--- src/pcs_pkg.sv ---
// pcs_pkg: constants, op codes and the line record for the cache op sequencer
// assumes a 25 MHz single clock and a classic wishbone slave with byte addresses
package pcs_pkg;
    // register byte offsets
    localparam logic [7:0] REG_CTRL = 8'h00;
    localparam logic [7:0] REG_ADDR = 8'h04;
    localparam logic [7:0] REG_LOW_TAG_REGISTER = 8'h08;
    localparam logic [7:0] REG_HIGH_TAG_REGISTER = 8'h0C;
    localparam logic [7:0] REG_CHECK = 8'h10;
    localparam logic [7:0] REG_CFG = 8'h14;
    localparam logic [7:0] REG_RESULT = 8'h18;
    // field positions
    localparam int CTRL_GO_BIT = 4;
    localparam int CTRL_BUSY_BIT = 8;
    localparam int CTRL_WBFULL_BIT = 9;
    localparam int CFG_CE_BIT = 8;
    localparam int LOW_TAG_REGISTER_TAG_LSB = 7;
    localparam int LOW_TAG_REGISTER_V_BIT = 1;
    localparam int LOW_TAG_REGISTER_D_BIT = 0;
    localparam int RES_HIT_BIT = 8;
    localparam int RES_WB_BIT = 9;
    // geometry
    localparam int LINES = 8;
    localparam int IDX_W = 3;
    localparam int IDX_LSB = 4;
    localparam int TAG_W = 25;
    localparam int PAR_W = 4;
    localparam int CNT_W = 5;
    // divisor
    localparam logic [3:0] DIV_MIN = 4'h2;
    localparam logic [3:0] DIV_MAX = 4'h8;
    localparam logic [3:0] DIV_RESET = 4'h2;
    // cycle figures
    localparam logic [CNT_W-1:0] CY_7 = 5'h07;
    localparam logic [CNT_W-1:0] CY_8 = 5'h08;
    localparam logic [CNT_W-1:0] CY_9 = 5'h09;
    localparam logic [CNT_W-1:0] CY_10 = 5'h0A;
    localparam logic [CNT_W-1:0] CY_12 = 5'h0C;
    localparam logic [CNT_W-1:0] CY_13 = 5'h0D;
    localparam logic [CNT_W-1:0] CY_14 = 5'h0E;
    localparam logic [CNT_W-1:0] CY_15 = 5'h0F;
    localparam logic [CNT_W-1:0] CY_20 = 5'h14;
    localparam logic [CNT_W-1:0] FILL_BASE = 5'h0A;
    localparam logic [1:0] FILL_BUS_TICKS = 2'h2;
    // op codes, bit 3 selects the instruction cache
    typedef enum logic [3:0] {
        OP_IDX_WBINV_D = 4'h0, OP_IDX_LDTAG_D = 4'h1, OP_IDX_STTAG_D = 4'h2,
        OP_CREATE_DE_D = 4'h3, OP_HIT_INV_D = 4'h4, OP_HIT_WBINV_D = 4'h5,
        OP_HIT_WB_D = 4'h6, OP_IDX_INV_I = 4'h8, OP_IDX_LDTAG_I = 4'h9,
        OP_IDX_STTAG_I = 4'hA, OP_HIT_INV_I = 4'hB, OP_FILL_I = 4'hC,
        OP_HIT_WB_I = 4'hD
    } pcs_op_t;
    // one cache line's bookkeeping
    typedef struct packed {
        logic [TAG_W-1:0] tag;
        logic valid;
        logic dirty;
        logic [PAR_W-1:0] parity;
    } pcs_line_t;
endpackage : pcs_pkg

--- src/pcs_sequencer.sv ---
// pcs_sequencer: primary cache maintenance sequencer with a wishbone register port
// assumes pipeline hazard inputs on sys_clk_in; memory done strobes come from pins
`timescale 1ns/10ps
module pcs_sequencer (
    input wire logic sys_clk_in,
    input wire logic sys_rst_in,
    input wire logic wb_cyc_in,
    input wire logic wb_stb_in,
    input wire logic wb_we_in,
    input wire logic [7:0] wb_adr_in,
    input wire logic [3:0] wb_sel_in,
    input wire logic [31:0] wb_dat_in,
    output logic [31:0] wb_dat_out,
    output logic wb_ack_out,
    input wire logic icache_miss_in,
    input wire logic dcache_miss_in,
    input wire logic ext_req_in,
    input wire logic store_buf_empty_in,
    input wire logic resp_buf_empty_in,
    input wire logic wb_done_in,
    input wire logic fill_last_in,
    output logic busy_out,
    output logic wb_req_out,
    output logic [31:0] wb_addr_out,
    output logic fill_req_out,
    output logic [31:0] fill_addr_out
);
    typedef enum logic [6:0] {
        ST_IDLE = 7'h01, ST_WAIT = 7'h02, ST_RUN = 7'h04, ST_FBASE = 7'h08,
        ST_FALIGN = 7'h10, ST_FBUS = 7'h20, ST_FMEM = 7'h40
    } pcs_state_t;

    pcs_state_t state_reg, state_next;
    pcs_pkg::pcs_line_t dline_reg [pcs_pkg::LINES];
    pcs_pkg::pcs_line_t iline_reg [pcs_pkg::LINES];
    pcs_pkg::pcs_line_t dline_next [pcs_pkg::LINES];
    pcs_pkg::pcs_line_t iline_next [pcs_pkg::LINES];
    logic [3:0] op_reg, op_next;
    logic go_reg, go_next;
    logic [31:0] addr_reg, addr_next;
    logic [31:0] low_tag_register_reg, low_tag_register_next;
    logic [31:0] high_tag_register_reg, high_tag_register_next;
    logic [pcs_pkg::PAR_W-1:0] check_reg, check_next;
    logic [3:0] div_reg, div_next;
    logic ce_reg, ce_next;
    logic ack_reg, ack_next;
    logic [31:0] rdat_reg, rdat_next;
    logic busy_reg, busy_next;
    logic wbreq_reg, wbreq_next;
    logic [31:0] wbaddr_reg, wbaddr_next;
    logic fillreq_reg, fillreq_next;
    logic last_hit_reg, last_hit_next;
    logic last_wb_reg, last_wb_next;
    logic [7:0] cycles_reg, cycles_next;
    logic [1:0] ticks_reg, ticks_next;
    logic [2:0] wbd_sync_reg, fl_sync_reg;
    logic timer_load;
    logic [pcs_pkg::CNT_W-1:0] timer_value;
    logic timer_zero;
    logic tick_zero;
    logic wb_done_evt, fill_evt;
    logic access;
    logic [pcs_pkg::IDX_W-1:0] idx;
    logic [pcs_pkg::TAG_W-1:0] tag;
    pcs_pkg::pcs_line_t line;
    logic hit;
    logic is_icache;
    logic [pcs_pkg::PAR_W-1:0] calc_par;

    // memory strobes come from pins: two flops, then a third only for the edge
    always_ff @(posedge sys_clk_in)
    begin
        if (sys_rst_in)
        begin
            wbd_sync_reg <= 3'h0;
            fl_sync_reg <= 3'h0;
        end
        else
        begin
            wbd_sync_reg <= {wbd_sync_reg[1:0], wb_done_in};
            fl_sync_reg <= {fl_sync_reg[1:0], fill_last_in};
        end
    end
    assign wb_done_evt = wbd_sync_reg[1] & ~wbd_sync_reg[2];
    assign fill_evt = fl_sync_reg[1] & ~fl_sync_reg[2];

    // op length timer and the system cycle divider
    pcs_down_counter #(.WIDTH(pcs_pkg::CNT_W)) u_timer (
        .sys_clk_in(sys_clk_in),
        .sys_rst_in(sys_rst_in),
        .load_in(timer_load),
        .load_value_in(timer_value),
        .zero_out(timer_zero)
    );
    pcs_down_counter #(.WIDTH(4)) u_system_clock_divisor (
        .sys_clk_in(sys_clk_in),
        .sys_rst_in(sys_rst_in),
        .load_in(tick_zero),
        .load_value_in(div_reg - 4'h1),
        .zero_out(tick_zero)
    );

    // line lookup for the operation address
    assign idx = addr_reg[pcs_pkg::IDX_LSB +: pcs_pkg::IDX_W];
    assign tag = addr_reg[31 -: pcs_pkg::TAG_W];
    assign is_icache = op_reg[3];
    assign line = is_icache ? iline_reg[idx] : dline_reg[idx];
    assign hit = line.valid && (line.tag == tag);
    assign calc_par = {^addr_reg[31:24], ^addr_reg[23:16], ^addr_reg[15:8], ^addr_reg[7:0]};
    assign access = wb_cyc_in & wb_stb_in & ~ack_reg;

    // sequencer, register file and arrays share one next-state process
    always_comb
    begin
        pcs_pkg::pcs_line_t nl;
        logic wr, wb;
        logic [pcs_pkg::CNT_W-1:0] n;
        nl = line;
        wr = 1'b0;
        wb = 1'b0;
        n = pcs_pkg::CY_7;
        state_next = state_reg;
        dline_next = dline_reg;
        iline_next = iline_reg;
        op_next = op_reg;
        go_next = go_reg;
        addr_next = addr_reg;
        low_tag_register_next = low_tag_register_reg;
        high_tag_register_next = high_tag_register_reg;
        check_next = check_reg;
        div_next = div_reg;
        ce_next = ce_reg;
        wbreq_next = wbreq_reg;
        wbaddr_next = wbaddr_reg;
        fillreq_next = fillreq_reg;
        last_hit_next = last_hit_reg;
        last_wb_next = last_wb_reg;
        cycles_next = cycles_reg;
        ticks_next = ticks_reg;
        timer_load = 1'b0;
        timer_value = '0;
        ack_next = access;
        rdat_next = 32'h0;
        // bus side; op setup registers are frozen while an op is in flight
        if (access && wb_we_in && wb_sel_in == 4'hF && state_reg == pcs_state_t'(ST_IDLE)
            && !go_reg)
        begin
            case (wb_adr_in)
                pcs_pkg::REG_CTRL:
                begin
                    op_next = wb_dat_in[3:0];
                    go_next = wb_dat_in[pcs_pkg::CTRL_GO_BIT];
                end
                pcs_pkg::REG_ADDR: addr_next = wb_dat_in;
                pcs_pkg::REG_LOW_TAG_REGISTER: low_tag_register_next = wb_dat_in;
                pcs_pkg::REG_HIGH_TAG_REGISTER: high_tag_register_next = wb_dat_in;
                pcs_pkg::REG_CHECK: check_next = wb_dat_in[pcs_pkg::PAR_W-1:0];
                pcs_pkg::REG_CFG:
                begin
                    // out of range divisors clamp to the supported span
                    if (wb_dat_in[3:0] < pcs_pkg::DIV_MIN)
                        div_next = pcs_pkg::DIV_MIN;
                    else if (wb_dat_in[3:0] > pcs_pkg::DIV_MAX)
                        div_next = pcs_pkg::DIV_MAX;
                    else
                        div_next = wb_dat_in[3:0];
                    ce_next = wb_dat_in[pcs_pkg::CFG_CE_BIT];
                end
                default: ;
            endcase
        end
        if (access && !wb_we_in)
        begin
            case (wb_adr_in)
                pcs_pkg::REG_CTRL: rdat_next = {22'h0, wbreq_reg, busy_reg, 3'h0, go_reg, op_reg};
                pcs_pkg::REG_ADDR: rdat_next = addr_reg;
                pcs_pkg::REG_LOW_TAG_REGISTER: rdat_next = low_tag_register_reg;
                pcs_pkg::REG_HIGH_TAG_REGISTER: rdat_next = high_tag_register_reg;
                pcs_pkg::REG_CHECK: rdat_next = {28'h0, check_reg};
                pcs_pkg::REG_CFG: rdat_next = {23'h0, ce_reg, 4'h0, div_reg};
                pcs_pkg::REG_RESULT: rdat_next = {22'h0, last_wb_reg, last_hit_reg, cycles_reg};
                default: rdat_next = 32'h0;
            endcase
        end
        // the writeback buffer drains when memory reports done
        if (wb_done_evt)
            wbreq_next = 1'b0;
        if (state_reg != pcs_state_t'(ST_IDLE) && state_reg != pcs_state_t'(ST_WAIT))
            cycles_next = cycles_reg + 8'h01;
        case (state_reg)
            ST_IDLE:
                if (go_reg)
                    state_next = ST_WAIT;
            ST_WAIT:
                // misses, external requests and a full writeback buffer go first
                if (!icache_miss_in && !dcache_miss_in && !ext_req_in && !wbreq_reg
                    && (is_icache || (store_buf_empty_in && resp_buf_empty_in)))
                begin
                    go_next = 1'b0;
                    cycles_next = 8'h00;
                    last_hit_next = hit;
                    wr = 1'b1;
                    state_next = ST_RUN;
                    case (op_reg)
                        pcs_pkg::OP_IDX_WBINV_D:
                        begin
                            wb = line.valid & line.dirty;
                            nl.valid = 1'b0;
                            n = wb ? pcs_pkg::CY_12 : pcs_pkg::CY_10;
                        end
                        pcs_pkg::OP_IDX_LDTAG_D, pcs_pkg::OP_IDX_LDTAG_I:
                        begin
                            wr = 1'b0;
                            // parity is not checked on this read
                            low_tag_register_next = {line.tag, 5'h0, line.valid, line.dirty};
                            check_next = line.parity;
                            n = pcs_pkg::CY_7;
                        end
                        pcs_pkg::OP_IDX_STTAG_D, pcs_pkg::OP_IDX_STTAG_I:
                        begin
                            nl.tag = low_tag_register_reg[31 -: pcs_pkg::TAG_W];
                            nl.valid = low_tag_register_reg[pcs_pkg::LOW_TAG_REGISTER_V_BIT];
                            nl.dirty = low_tag_register_reg[pcs_pkg::LOW_TAG_REGISTER_D_BIT];
                            nl.parity = high_tag_register_reg[pcs_pkg::PAR_W-1:0];
                            n = pcs_pkg::CY_8;
                        end
                        pcs_pkg::OP_CREATE_DE_D:
                        begin
                            wb = !hit & line.valid & line.dirty;
                            nl.tag = tag;
                            nl.valid = 1'b1;
                            nl.dirty = 1'b1;
                            n = hit ? pcs_pkg::CY_10 : (wb ? pcs_pkg::CY_15 : pcs_pkg::CY_13);
                        end
                        pcs_pkg::OP_HIT_INV_D, pcs_pkg::OP_HIT_INV_I:
                        begin
                            nl.valid = line.valid & !hit;
                            n = hit ? pcs_pkg::CY_9 : pcs_pkg::CY_7;
                        end
                        pcs_pkg::OP_HIT_WBINV_D:
                        begin
                            wb = hit & line.dirty;
                            nl.valid = line.valid & !hit;
                            n = !hit ? pcs_pkg::CY_7 : (wb ? pcs_pkg::CY_14 : pcs_pkg::CY_12);
                        end
                        pcs_pkg::OP_HIT_WB_D:
                        begin
                            wb = hit & line.dirty;
                            nl.dirty = line.dirty & !hit;
                            n = !hit ? pcs_pkg::CY_7 : (wb ? pcs_pkg::CY_14 : pcs_pkg::CY_10);
                        end
                        pcs_pkg::OP_IDX_INV_I:
                        begin
                            nl.valid = 1'b0;
                            nl.tag = tag;
                            n = pcs_pkg::CY_7;
                        end
                        pcs_pkg::OP_HIT_WB_I:
                        begin
                            wr = 1'b0;
                            wb = hit;
                            n = hit ? pcs_pkg::CY_20 : pcs_pkg::CY_7;
                        end
                        pcs_pkg::OP_FILL_I:
                        begin
                            // the line is written when the last word lands
                            wr = 1'b0;
                            n = pcs_pkg::FILL_BASE;
                            state_next = ST_FBASE;
                        end
                        default:
                        begin
                            // unknown codes complete as a no-op
                            wr = 1'b0;
                            n = pcs_pkg::CY_7;
                        end
                    endcase
                    timer_load = 1'b1;
                    timer_value = n - 5'h01;
                    last_wb_next = wb;
                    if (wb)
                    begin
                        // the stored tag names the line, not the op address
                        wbreq_next = 1'b1;
                        wbaddr_next = {line.tag, idx, 4'h0};
                    end
                end
            ST_RUN:
                if (timer_zero)
                    state_next = ST_IDLE;
            ST_FBASE:
                if (timer_zero)
                    state_next = ST_FALIGN;
            ST_FALIGN:
                // waits 0 to divisor-1 cycles for a system cycle boundary
                if (tick_zero)
                begin
                    ticks_next = pcs_pkg::FILL_BUS_TICKS - 2'h1;
                    state_next = ST_FBUS;
                end
            ST_FBUS:
                if (tick_zero)
                begin
                    ticks_next = ticks_reg - 2'h1;
                    if (ticks_reg == 2'h0)
                    begin
                        fillreq_next = 1'b1;
                        state_next = ST_FMEM;
                    end
                end
            ST_FMEM:
                // latency and transfer time belong to the memory agent
                if (fill_evt)
                begin
                    fillreq_next = 1'b0;
                    wr = 1'b1;
                    nl.tag = tag;
                    nl.valid = 1'b1;
                    nl.dirty = 1'b0;
                    nl.parity = ce_reg ? check_reg : calc_par;
                    state_next = ST_IDLE;
                end
            default: state_next = ST_IDLE;
        endcase
        if (wr)
        begin
            if (is_icache)
                iline_next[idx] = nl;
            else
                dline_next[idx] = nl;
        end
        // busy stays up from go through every state wait, including the fill; a pending writeback can outlast it
        busy_next = go_next || (state_next != pcs_state_t'(ST_IDLE));
    end

    always_ff @(posedge sys_clk_in)
    begin
        if (sys_rst_in)
        begin
            state_reg <= ST_IDLE;
            for (int i = 0; i < pcs_pkg::LINES; i++)
            begin
                dline_reg[i] <= '0;
                iline_reg[i] <= '0;
            end
            op_reg <= 4'h0;
            go_reg <= 1'b0;
            addr_reg <= 32'h0;
            low_tag_register_reg <= 32'h0;
            high_tag_register_reg <= 32'h0;
            check_reg <= '0;
            div_reg <= pcs_pkg::DIV_RESET;
            ce_reg <= 1'b0;
            ack_reg <= 1'b0;
            rdat_reg <= 32'h0;
            busy_reg <= 1'b0;
            wbreq_reg <= 1'b0;
            wbaddr_reg <= 32'h0;
            fillreq_reg <= 1'b0;
            last_hit_reg <= 1'b0;
            last_wb_reg <= 1'b0;
            cycles_reg <= 8'h00;
            ticks_reg <= 2'h0;
        end
        else
        begin
            state_reg <= state_next;
            dline_reg <= dline_next;
            iline_reg <= iline_next;
            op_reg <= op_next;
            go_reg <= go_next;
            addr_reg <= addr_next;
            low_tag_register_reg <= low_tag_register_next;
            high_tag_register_reg <= high_tag_register_next;
            check_reg <= check_next;
            div_reg <= div_next;
            ce_reg <= ce_next;
            ack_reg <= ack_next;
            rdat_reg <= rdat_next;
            busy_reg <= busy_next;
            wbreq_reg <= wbreq_next;
            wbaddr_reg <= wbaddr_next;
            fillreq_reg <= fillreq_next;
            last_hit_reg <= last_hit_next;
            last_wb_reg <= last_wb_next;
            cycles_reg <= cycles_next;
            ticks_reg <= ticks_next;
        end
    end

    assign wb_ack_out = ack_reg;
    assign wb_dat_out = rdat_reg;
    assign busy_out = busy_reg;
    assign wb_req_out = wbreq_reg;
    assign wb_addr_out = wbaddr_reg;
    assign fill_req_out = fillreq_reg;
    assign fill_addr_out = {addr_reg[31:4], 4'h0};
endmodule : pcs_sequencer

--- src/pcs_down_counter.sv ---
// pcs_down_counter: loadable down counter with a zero flag
// assumes a synchronous active high reset on the processor clock
`timescale 1ns/10ps
module pcs_down_counter #(
    parameter int WIDTH = 5
) (
    input wire logic sys_clk_in,
    input wire logic sys_rst_in,
    input wire logic load_in,
    input wire logic [WIDTH-1:0] load_value_in,
    output logic zero_out
);
    logic [WIDTH-1:0] count_reg;
    logic [WIDTH-1:0] count_next;

    // load wins; otherwise count down and rest at zero
    always_comb
    begin
        count_next = count_reg;
        if (load_in)
            count_next = load_value_in;
        else if (count_reg != '0)
            count_next = count_reg - 1'b1;
    end

    always_ff @(posedge sys_clk_in)
    begin
        if (sys_rst_in)
            count_reg <= '0;
        else
            count_reg <= count_next;
    end

    assign zero_out = (count_reg == '0);
endmodule : pcs_down_counter

--- config.mk ---
export PLATFORM = sky130hd
export DESIGN_NAME = pcs_sequencer
export DESIGN_NICKNAME = d
export VERILOG_FILES = /design/src/pcs_pkg.sv /design/src/pcs_sequencer.sv /design/src/pcs_down_counter.sv
export SDC_FILE = /design/constraint.sdc
export NUM_CORES = 2
export LEC_CHECK = 0
export ABC_AREA = 0
export ABC_CLOCK_PERIOD_IN_PS = 6680
export BUFFER_PORTS_ARGS = -buffer_cell sky130_fd_sc_hd__buf_2
export CAP_MARGIN = 5
export CORE_AREA = 10 10 206 257
export DETAILED_ROUTE_END_ITERATION = 8
export DIE_AREA = 0 0 216 267
export PLACE_DENSITY = 0.85
export SLEW_MARGIN = 20
export SYNTH_ARGS = -nofsm -noshare
export SYNTH_HDL_FRONTEND = slang
export SYNTH_SLANG_ARGS = --single-unit
--- constraint.sdc ---
create_clock -name sys_clk_in -period 6.68 [get_ports sys_clk_in]
set_input_delay 1.002 -clock sys_clk_in [delete_from_list [all_inputs] [get_ports sys_clk_in]]
set_output_delay 1.002 -clock sys_clk_in [all_outputs]
set_load 0.01 [all_outputs]
==> impl_metrics.json <==
{
  "netlist_area_um2": 31300,
  "grt_pass1_wl_mm": 159,
  "finalHoldViolCount": 0,
  "p_leak_nw": 11.4,
  "yosys.cell_types.count": 86,
  "die_h_um": 267,
  "clock-root-buffer": "clkbuf_16",
  "synth_top_area_share_pct": 45.0,
  "pre_cts_slack_ns": 1.60,
  "htree_num_levels": 3,
  "synth_top_family_by_area": "compound AO/OA/AOI/OAI gates",
  "post_synth_fa_ha_maj_area_fraction_pct": 0.200,
  "post-synth-top-area-cell": "dfxtp_1",
  "synth_xor_area_share_pct": 1.82,
  "clock_latency_ns": 0.62,
  "numPortBuffers": 147,
  "clock-sinks": 704,
  "endpoint_kind": "flop",
  "critPathRequiredTime_ns": 7.17,
  "setup_viol": 0,
  "rows": 90,
  "remaining_drc_errors": 0,
  "yosys-top-cells-count": "dfxtp_1, nor2_1, a211oi_1, nand2_1, clkbuf_1",
  "period_needed_ns": 5.30,
  "io_pins": 156,
  "fill_cells": 3409,
  "drive_gt1_share_pct": 14.4,
  "post_cts_resized": 0,
  "seq_area_frac_synth_pct": 45.0,
  "core-area_um2": 47900,
  "ys.flop_type": "dfxtp_1",
  "ir_drop_uv": 147,
  "cts.clk_slew.worst_paths_ns": 0.06,
  "synth_edf_count": 0,
  "initial_core_util_pct": 65.5,
  "antenna_found_initial": 0,
  "cts_tree": "done",
  "wl_per_cell_um": 24.3,
  "rsz0062_at_grt": "no",
  "placed_cell_area_um2": 32100,
  "ys_ff_latch": 704,
  "area_delta_synth_final_pct": 9.67,
  "final.setup.tns_ns": 0,
  "grt_pass1_vias": 27871,
  "diodes": 0,
  "die-area_um2": 57700,
  "synth-compound-area-share_pct": 22.6,
  "ys_warn_count": 0,
  "dp_hpwl_mm": 67.2,
  "synth.area.mux_share_pct": 7.58,
  "fin_area_um2": 34400,
  "synthTopCellsByArea": "dfxtp_1, a211oi_1, nor2_1",
  "total_power_mw": 8.37,
  "nets": 3624,
  "drt_iter0_drc": 4265,
  "routed_wl_mm": 103,
  "firstDrtPassIters": 9,
  "setup_ws_ns": 1.38,
  "grt_max_degree": 150,
  "vias_per_cell": 6.81,
  "yosys.area_share.simple_pct": 16.9,
  "vias": 28983,
  "status": "finished, final reports clean",
  "relSlewSlack_pct": 22.0,
  "post_cts_buffers": 0,
  "gp_congestion": 0.944,
  "async_flop_share_pct": 0,
  "cp_max_fo": 34,
  "synth.most_common_cell": "dfxtp_1",
  "synthCells": 3626,
  "hp-class": "reg2reg",
  "start_kind": "flop",
  "cts_hold_buf": 0,
  "numCtsBuffers": 68,
  "p_per_area_nw_per_um2": 244,
  "grt.total_usage_pct": 34.4,
  "max_cap_viol_count": 0,
  "arrival_ns": 5.79,
  "fin_crit_sh_pct": 79.3,
  "die_w_um": 216,
  "clockBufferDepth": 3,
  "ant_nets": 0,
  "finClkSkew_ns": 0.0264,
  "drv_slew": 0,
  "overflow": 0,
  "path_class": "reg2reg",
  "syn-mean-instance-area_um2": 8.64,
  "worstMarginPinSlew_ns": 1.17,
  "holdWs_ns": 0.437,
  "max_freq_mhz": 189
}
logic make-up after synthesis:
| logic type | after synthesis |
|---|---|
| flip-flops | 704 |
| multiplexers | 193 |
| buffers and inverters | 407 |
| adder cells (fa/ha/maj) | 5 |
| other | 1 |
| AND/OR/NAND/NOR | 1243 |
| AO/OA/AOI/OAI | 1008 |
| XOR/XNOR | 65 |
cells in the final DEF, fill, tap and decap left out, drive strengths merged, types with 21 or more instances in the layout:
| cell type | instances |
|---|---|
| mux2i | 67 |
| clkbuf | 106 |
| nand3b | 24 |
| nand2 | 343 |
| o21ai | 98 |
| nor3 | 61 |
| buf | 246 |
| a22oi | 74 |
| mux4 | 25 |
| xnor2 | 43 |
| a221oi | 51 |
| nor2b | 40 |
| a211oi | 451 |
| and3 | 36 |
| a21oi | 186 |
| mux2 | 101 |
| dfxtp | 704 |
| xor2 | 22 |
| nor2 | 631 |
| o22ai | 21 |
| nand3 | 50 |
metrics by stage:
stage | instances | util, %
floorplan | 3633 | -
detailed placement | 4137 | 67.1
CTS | 4257 | 71.8
global route | 4257 | 71.8
finish | 4257 | 71.8
global placement | 4135 | 67.0
final timing paths:
path | depth (start not counted) | slack (ns) | to | from
hold reg to reg | 2 | 0.44 | wbd_sync_reg[2] | wbd_sync_reg[1]
setup / recovery | 13 | 1.38 | wb_addr_out[23] | addr_reg[5]
setup reg to reg | 13 | 1.38 | wb_addr_out[23] | addr_reg[5]
hold / removal | 2 | 0.44 | wbd_sync_reg[2] | wbd_sync_reg[1]
power breakdown:
| group | total, mW | internal, mW | switching [mW] |
|---|---|---|---|
| combinational | 0.264 | 0.0866 | 0.177 |
| clock | 3.87 | 2.23 | 1.64 |
| sequential | 4.23 | 4.22 | 0.0141 |
| total | 8.37 | 6.54 | 1.83 |
final cells by class:
cell class              instances  area (µm²)  share of cell area, %
clock inverters                14         133                  0.386
flip-flops and latches        704       14100                   41.1
repair buffers                246        1550                   4.51
well taps                     644         806                   2.35
multi-input cells            2522       15600                   45.4
inverters                      21        78.8                  0.229
clock buffers                 106        2090                   6.09
layer usage:
metal | vias up | share of wire [%] | global-route usage (%)
li1 | 12803 | - | -
met1 | 13669 | 37 | 42.9
met2 | 2060 | 45 | 54.5
met3 | 451 | 12 | 6.86
met4 | 0 | 6.0 | 19.9
met5 | - | 0 | 0
critical path: stages (launching register included):
cell and delay, ns:
dfxtp_4 0.71, buf_4 0.55, nand2_1 0.55, a211oi_1 0.42
a211oi_1 0.10, o22ai_2 0.35, xor2_1 0.20, nand4_1 0.15
nor4_2 0.45, buf_4 0.27, a2111o_1 0.17, and3_1 0.73
nor2_4 0.16, mux2_2 0.31
Power figures use the tool's default switching activity.
